File: src/fp_control_status_consts.vh
// Constants for the floating-point control and status register block.
// Notes on behaviour
// RULE_01 - Bits 59:58 pick dynamic rounding: 00 chop, 01 minus, 10 nearest, 11 plus.
// RULE_02 - Bit 63 always equals the OR of all exception flags.
// RULE_03 - Inexact mask bit 62 set: write result, suppress inexact trap.
// RULE_04 - Underflow: 61 clear traps; 61 set 60 clear traps; both set writes +0.0.
// RULE_05 - Bit 57 sets on integer or float-to-integer overflow of destination.
// RULE_06 - Bit 56 sets when a float result is inexact.
// RULE_07 - Bit 55 sets when a float result underflows the exponent range.
// RULE_08 - Bit 54 sets when a float result overflows the exponent range.
// RULE_09 - Bit 53 sets on a floating-point divide by zero.
// RULE_10 - Bit 52 sets when an operand of a float operation is illegal.
// RULE_11 - Overflow mask bit 51 set: standard result, trap suppressed.
// RULE_12 - Divide-by-zero mask bit 50 set: standard result, trap suppressed.
// RULE_13 - Invalid mask bit 49 set: suppress trap only when hardware can make result.
// RULE_14 - Bit 48 set: denormal operands read as zero with the same sign.
// RULE_15 - Bits 47:0 reserved; bit 47 denormal trap control has no function.
// RULE_16 - Exception with its mask clear records the flag and raises a trap.
`ifndef FP_CONTROL_STATUS_CONSTS_VH
`define FP_CONTROL_STATUS_CONSTS_VH
`define ADDR_CSR_LO 12'h000
`define ADDR_CSR_HI 12'h004
`define ADDR_IRQ_STATUS 12'h008
`define ADDR_IRQ_MASK 12'h00c
`define BIT_SUMMARY 63
`define BIT_INEXACT_MASK 62
`define BIT_UNDERFLOW_MASK 61
`define BIT_UNDERFLOW_ZERO 60
`define RND_HI 59
`define RND_LO 58
`define BIT_FLAG_TOP 57
`define BIT_FLAG_BOT 52
`define BIT_OVF_MASK 51
`define BIT_DZE_MASK 50
`define BIT_INV_MASK 49
`define BIT_DENORM_FLUSH 48
`define HI_KEEP_MASK 32'hffff0000
`define CSR_RESET 64'h0000000000000000
`define IRQ_BITS 2
`define IRQ_TRAP 0
`define IRQ_FLAG 1
`define ONE32 32'h00000001
`endif

File: src/fp_control_status_reg.v
// Floating-point control and status register with APB access and trap decision.
`timescale 1ns/10ps
`default_nettype none
`include "fp_control_status_consts.vh"
module fp_control_status_reg (
   input wire mclk,
   input wire rst,
   input wire psel,
   input wire penable,
   input wire pwrite,
   input wire [11:0] paddr,
   input wire [31:0] pwdata,
   output reg [31:0] prdata,
   output wire pready,
   output wire pslverr,
   input wire evValid,
   input wire evIntOverflow,
   input wire evInexact,
   input wire evUnderflow,
   input wire evOverflow,
   input wire evDivZero,
   input wire evInvalid,
   input wire evInvalidResultOk,
   output reg trapTaken,
   output reg writeTrueZero,
   output reg [1:0] roundingSelect,
   output reg denormOperandFlush,
   output wire irq
);
   reg [63:0] csr;
   reg [1:0] irqStatus;
   reg [1:0] irqMask;
   reg [63:0] next_csr;
   reg [1:0] next_irqStatus;
   reg [5:0] evFlags;
   reg nextTrap;
   reg nextZero;
   wire apbWrite;
   wire apbRead;
   wire addrOk;

   // Register address check, used for both the write enable and the error answer.
   function isMapped;
      input [11:0] a;
      begin
         isMapped = (a == `ADDR_CSR_LO) || (a == `ADDR_CSR_HI) ||
            (a == `ADDR_IRQ_STATUS) || (a == `ADDR_IRQ_MASK);
      end
   endfunction

   assign pready = 1'b1;
   assign addrOk = isMapped(paddr);
   assign pslverr = psel & penable & ~addrOk;
   assign apbWrite = psel & penable & pwrite & addrOk;
   assign apbRead = psel & ~penable & ~pwrite;
   assign irq = |(irqStatus & irqMask);

   // Trap decision per event; integer overflow always traps, the others combine with their mask bits.
   always @* begin
      evFlags = {evIntOverflow, evInexact, evUnderflow, evOverflow, evDivZero, evInvalid};
      if (!evValid) begin
         evFlags = 6'h00;
      end
      nextTrap = 1'b0;
      nextZero = 1'b0;
      if (evValid) begin
         if (evInexact && !csr[`BIT_INEXACT_MASK]) begin
            nextTrap = 1'b1; // RULE_03 RULE_16
         end
         if (evUnderflow) begin
            if (csr[`BIT_UNDERFLOW_MASK] && csr[`BIT_UNDERFLOW_ZERO]) begin
               nextZero = 1'b1; // RULE_04
            end else begin
               nextTrap = 1'b1; // RULE_04 RULE_16
            end
         end
         if (evOverflow && !csr[`BIT_OVF_MASK]) begin
            nextTrap = 1'b1; // RULE_11 RULE_16
         end
         if (evDivZero && !csr[`BIT_DZE_MASK]) begin
            nextTrap = 1'b1; // RULE_12 RULE_16
         end
         // Without a hardware-made result the invalid trap cannot be masked.
         if (evInvalid && !(csr[`BIT_INV_MASK] && evInvalidResultOk)) begin
            nextTrap = 1'b1; // RULE_13 RULE_16
         end
         if (evIntOverflow) begin
            nextTrap = 1'b1; // RULE_16
         end
      end
   end

   // Software writes first, then hardware sets, so a same-cycle event wins.
   always @* begin
      next_csr = csr;
      next_irqStatus = irqStatus;
      if (apbWrite && paddr == `ADDR_CSR_HI) begin
         next_csr[63:32] = pwdata;
      end
      if (apbWrite && paddr == `ADDR_IRQ_STATUS) begin
         next_irqStatus = irqStatus & ~pwdata[`IRQ_BITS-1:0];
      end
      // Reserved low word stays zero; bits 47:32, the bit 47 control included, are stored as written.
      next_csr[31:0] = 32'h00000000; // RULE_15
      next_csr[`BIT_FLAG_TOP:`BIT_FLAG_BOT] = next_csr[`BIT_FLAG_TOP:`BIT_FLAG_BOT] |
         evFlags; // RULE_05 RULE_06 RULE_07 RULE_08 RULE_09 RULE_10
      next_csr[`BIT_SUMMARY] = |next_csr[`BIT_FLAG_TOP:`BIT_FLAG_BOT]; // RULE_02
      if (nextTrap) begin
         next_irqStatus[`IRQ_TRAP] = 1'b1;
      end
      if (|evFlags) begin
         next_irqStatus[`IRQ_FLAG] = 1'b1;
      end
   end

   always @(posedge mclk) begin
      if (rst) begin
         csr <= `CSR_RESET;
         irqStatus <= 2'h0;
         irqMask <= 2'h0;
         prdata <= 32'h00000000;
         trapTaken <= 1'b0;
         writeTrueZero <= 1'b0;
         roundingSelect <= 2'h0;
         denormOperandFlush <= 1'b0;
      end else begin
         csr <= next_csr;
         irqStatus <= next_irqStatus;
         if (apbWrite && paddr == `ADDR_IRQ_MASK) begin
            irqMask <= pwdata[`IRQ_BITS-1:0];
         end
         trapTaken <= nextTrap; // RULE_16
         writeTrueZero <= nextZero; // RULE_04
         roundingSelect <= next_csr[`RND_HI:`RND_LO]; // RULE_01
         denormOperandFlush <= next_csr[`BIT_DENORM_FLUSH]; // RULE_14
         if (apbRead) begin
            if (paddr == `ADDR_CSR_LO) begin
               prdata <= csr[31:0];
            end else if (paddr == `ADDR_CSR_HI) begin
               prdata <= csr[63:32];
            end else if (paddr == `ADDR_IRQ_STATUS) begin
               prdata <= {30'h00000000, irqStatus};
            end else if (paddr == `ADDR_IRQ_MASK) begin
               prdata <= {30'h00000000, irqMask};
            end else begin
               prdata <= 32'h00000000;
            end
         end
      end
   end
endmodule
`default_nettype wire

File: config.mk
export PLATFORM = sky130hd
export DESIGN_NAME = fp_control_status_reg
export DESIGN_NICKNAME = d
export VERILOG_FILES = /design/src/fp_control_status_reg.v
export VERILOG_INCLUDE_DIRS = /design/src
export SDC_FILE = /design/constraint.sdc
export NUM_CORES = 1
export LEC_CHECK = 0
export BUFFER_PORTS_ARGS = -buffer_cell sky130_fd_sc_hd__buf_4
export CORE_ASPECT_RATIO = 1.4
export CORE_MARGIN = 3
export CORE_UTILIZATION = 49
export CTS_CLUSTER_DIAMETER = 120
export DETAILED_ROUTE_END_ITERATION = 6
export PLACE_DENSITY = 0.78
export SLEW_MARGIN = 20
export SYNTH_ARGS = -nofsm -noshare
export SYNTH_HDL_FRONTEND = slang
export SYNTH_SLANG_ARGS = --single-unit
File: constraint.sdc
create_clock -name mclk -period 2.2 [get_ports mclk]
set_clock_uncertainty 0.1 [all_clocks]
set_input_delay 0.22 -clock mclk [delete_from_list [all_inputs] [get_ports mclk]]
set_output_delay 0.22 -clock mclk [all_outputs]
set_load 0.02 [all_outputs]
=== Word-level counts from Yosys, hierarchy flattened ===
Index checks and enable logic that the tools add are counted.

* Register bits: 105
* Output and inout port bits: 40
* Input bits: 57

* Eq/ne operators: 3
* Mux-type cells: 18
* Bitwise logic cells: 15
* Reductions and logical operators: 23

{| class="wikitable"
|+ Operators by type and width
! operator !! count
|-
| $mux 32 || 2
|-
| $mux 31 || 1
|-
| $eq 12x4->1 const B || 2
|-
| $eq 12x3->1 const B || 1
|-
| $logic_not 12->1 || 1
|-
| $reduce_or 6->1 || 2
|-
| $mux 1 || 11
|-
| $logic_and 1x1->1 || 9
|-
| $and 1x1->1 || 6
|-
| $mux 2 || 3
|-
| $mux 6 || 1
|-
| $or 6x6->6 || 1
|-
| $not 1->1 || 5
|-
| $and 2x2->2 || 2
|-
| $logic_not 1->1 || 4
|-
| $reduce_bool 2->1 || 2
|-
| $logic_or 1x1->1 || 3
|-
| $reduce_or 3->1 || 1
|-
| $not 2->2 || 1
|-
| $reduce_or 2->1 || 1
|}

=== Depth between registers and ports, before layout ===
* Word-level depth: 11
* Gate-level depth with buffers: 7
* Gate-level depth less buffers: 4

=== Worst setup path before layout ===
No wires, ideal clock.

* Path type: input to register
* Start point: input port paddr[7]
* End point: register csr[42]
* Path slack: 0.251 ns
* Cell stages on the path: 6
* Library setup time: 0.142 ns
* Arrival: 1.707 ns
* Cell sequence: or4_4 -> or4_4 -> buf_6 -> buf_8 -> nand2_1 -> a21oi_2

* Word-level cells in the longest chain between the ends: 6

{| class="wikitable"
|+ Ends and longest elaborated chain
! element !! line !! RTL
|-
| start, declared || fp_control_status_reg.v:11 || <nowiki>input wire [11:0] paddr,</nowiki>
|-
| $eq 12x3->1 (no line) / $logic_not 12->1 (equally long branches) || -- ||
|-
| $logic_or 1x1->1 (3 in a row) || fp_control_status_reg.v:46 || <nowiki>isMapped = (a == `ADDR_CSR_LO) || (a == `ADDR_CSR_HI) ||</nowiki>
|-
| $and 1x1->1 || fp_control_status_reg.v:54 || <nowiki>assign apbWrite = psel & penable & pwrite & addrOk;</nowiki>
|-
| $logic_and 1x1->1 (no line) (*) || -- ||
|-
| end signal, assigned || fp_control_status_reg.v:118 || <nowiki>csr <= `CSR_RESET;</nowiki>
|-
| end signal, assigned || fp_control_status_reg.v:127 || <nowiki>csr <= next_csr;</nowiki>
|-
| end, declared || fp_control_status_reg.v:30 || <nowiki>reg [63:0] csr;</nowiki>
|}

Every way passes the cells marked *; elsewhere a longest branch is shown, timed or not.
A chain may end at the register's enable or synchronous reset.

=== Worst setup path in the final report ===
* Start point: input port paddr[7]
* End point: register csr[51]

The elaborated chain is that of the path after synthesis.

==> out/summary.json <==
{
  "outcome": {
    "status": "completed"
  },
  "pwr": {
    "clock_power_share_pct": 40.7,
    "comb_power_share_pct": 7.3,
    "internal_power_w": 0.00190,
    "share_seq_of_total_power_pct": 52.1,
    "max-vdd-ir-drop_mv": 0.533,
    "finalPower_w": 0.00248,
    "netSwitchingFraction_pct": 23.3,
    "p_sw_w": 0.000578,
    "power.density_mw_per_mm2": 667,
    "static-leakage-power_nw": 1.52
  },
  "global_routing": {
    "grt_use_total_pct": 20.1,
    "grt_start_max_net_pins": 38,
    "grt_first_pass_wirelength_microns": 10700,
    "first_global_vias": 2322,
    "grt_antenna_before_repair": 0,
    "grt_overflow_total": 0
  },
  "layout": {
    "post_layout_nonfiller_instances": 441,
    "layout-area-overhead-vs-synth_pct": 33.0,
    "fillers": 450,
    "antenna_cells": 0,
    "finalNetCount": 427,
    "post-route-util_pct": 69.4,
    "final_layout_size_suffix_gt1_share_pct": 44.8
  },
  "clocking": {
    "clk_transition_reported_paths_ns": 0.08,
    "clk_path_buf_depth": 2,
    "cts_num_sinks": 70,
    "post-cts-setup-buffer-count": 0,
    "cts_root_buf": "clkbuf_8",
    "cts-hold-fix-buffers": 0,
    "numCtsBuffers": 9,
    "clk-insertion-delay-late_ns": 0.33,
    "htreeDepth": 3,
    "cts_tree": "yes",
    "cts_repair_resize_count": 0
  },
  "floorplan": {
    "die_w_microns": 69.8,
    "design.die.area_sq_mm": 0.00666,
    "placementRows": 31,
    "initial_cell_density_of_the_core_pct": 52.2,
    "coreArea_sq_mm": 0.00535,
    "io_pins": 97,
    "floorplan.die.height_microns": 95.3
  },
  "synth": {
    "average_size_of_a_mapped_cell_sq_um": 10.1,
    "synth_area_leaders": "dfxtp_1, a22o_1, a21oi_2",
    "mappedNetlistArea_sq_mm": 0.00279,
    "yosys_warnings": 0,
    "synth.ff_latch_count": 70,
    "synth.yosys.seq_area_share_pct": 50.2,
    "synthDominantCellAreaShare_pct": 50.2,
    "synth_cell_type_count": 37,
    "mappedNetlistNets": 335,
    "synth_area_leader_cell": "dfxtp_1",
    "syn-instance-count": 278
  },
  "routing": {
    "route.detailed.wl_per_inst_microns": 14.9,
    "drtIter0Drc": 171,
    "routed_wirelength_microns": 6560,
    "route.antenna.remaining_nets": 0,
    "detailroute.via_count": 2411,
    "detail_route.first_pass.iterations": 4,
    "detail_route.drc_violations": 0,
    "drt-vias-per-instance": 5.47
  },
  "setup_path": {
    "worstPathMaxFanout": 25,
    "crit_path_end": "csr[51]",
    "regToRegEndpoint": "csr[63]",
    "worst_setup_sp": "paddr[7]",
    "critPathKind": "in -> reg",
    "r2r.worst_path.cells": 3,
    "setup.reg_to_reg.worst_slack_ns": 0.78,
    "crit-reg2reg-launch": "csr[52]",
    "critical_path_required_ns": 2.30,
    "worst_setup_path_end_kind": "flop",
    "crit_path_start_kind": "input pin",
    "cp_data_arrival_time_ns": 1.85
  },
  "timing": {
    "finalMaxSlewViolations": 0,
    "rsz0062_at_grt": "no",
    "max_freq_mhz": 573,
    "setup_failing_eps_final": 0,
    "timing.final.hold_violations": 0,
    "maxSlewHeadroom_pct": 38.5,
    "fin_tns_setup_ns": 0,
    "finalWorstPathRequiredPeriod_ns": 1.74,
    "transition_time_at_the_pin_with_the_least_slew_margin_ns": 0.921,
    "final.period_utilization_pct": 79.3
  },
  "placement": {
    "hpwl_microns": 4670,
    "number_of_cells_in_the_design_after_placement": 425,
    "gp_congestion": 0.799,
    "portBuffers": 94
  },
  "run": {
    "maxCapViolations": 0
  },
  "min_path": {
    "worst_hold_path_type": "in -> reg"
  }
}
cells in the mapped netlist, drive strengths merged:
cell    instances
a22o           33
a21oi          34
clkbuf         11
a31o            1
and4            3
a31oi           1
conb            1
nor3            1
nor4            4
inv             5
mux2            2
buf             9
o21ai           3
o311ai          3
nor3b           1
nor2            8
nand3           5
or4b            1
and3            2
or4             6
mux2i           6
or3b            1
a32oi           2
nor2b           1
a22oi           2
nand4           1
nand2          61
dfxtp          70
metal layers:
layer,vias up,track usage [%],share of wire (%)
met5,-,0,0
met4,0,7.03,1.1
met1,1146,23.3,40
met2,82,34.5,51
met3,7,7.07,7.9
li1,1176,-,-
cell type report:
class / instances / area, sq um / share of cell area [%]
timing repair buffer: 101 / 771 / 20.7
clock buffer: 9 / 124 / 3.33
multi-input combinational: 183 / 1240 / 33.5
sequential: 70 / 1400 / 37.7
inverter: 5 / 18.8 / 0.505
tap: 66 / 82.6 / 2.22
clock inverter: 7 / 73.8 / 1.99
through the flow:
step	hold slack, ns	instance area (sq um)	setup WS (ns)
final	0.0308	3710	0.456
after global routing	0.0116	3710	0.409
after CTS	0.0139	3710	0.467
after detailed placement	0.345	3520	0.104
after global placement	0.331	3520	0.110
after floorplan	0.254	2790	0.251
worst max-delay path, stage by stage:
cell and delay, ns:
buf_4 0.11, or4_4 0.57, or4_4 0.72, nand2_1 0.15, a21oi_2 0.05
flip-flops by register name, indices dropped and copies added, names as in the netlist:
signal	flops
prdata	32
csr	31
irqMask	2
irqStatus	2
roundingSelect	1
trapTaken	1
writeTrueZero	1
placed cells by master, fill, tap and decap left out, drive strengths merged, types with 2 or more instances in the layout:
cell type and n:
or4 6, a22o 33, inv 6, mux2i 6
o311ai 3, a32oi 2, buf 101, nand2 61
mux2 2, o21ai 3, and4 3, nand3 5
a21oi 34, dfxtp 70, clkbuf 9, nor2 8
a22oi 2, clkinv 4, and3 2, nor4 4
cells by family (layout without fill, tap and decap cells):
group | count (synthesis) | count (layout) | share of synthesized area (%)
AOI/OAI and AO/OA | 79 | 79 | 22.3
buffers and inverters | 25 | 122 | 5.42
DFF | 70 | 70 | 50.2
muxes | 8 | 8 | 2.96
other | 1 | 1 | 0.134
and+or+nand+nor | 95 | 95 | 19.0
worst min path at each step:
stage                     startpoint         end  slack, ns  cells past startpoint
after floorplan            pwdata[4]     csr[36]       0.25                      2
after detailed placement     csr[35]     csr[35]       0.35                      2
after CTS                  pwdata[6]     csr[38]       0.01                      3
final                      pwdata[6]     csr[38]       0.03                      3
after global placement       csr[63]  prdata[31]       0.33                      1
after global routing       pwdata[6]     csr[38]       0.01                      3
power groups by stage:
stage	Combinational [W]	Clock (W)	Sequential, W
2_1_floorplan	0.0000698	0	0.00132
4_1_cts	0.000180	0.00103	0.00129
3_5_place_dp	0.000179	0	0.00132
3_3_place_gp	0.000176	0	0.00132
5_1_grt	0.000197	0.00109	0.00129
6_report	0.000180	0.00101	0.00129
(Power assumes the default switching activity.)
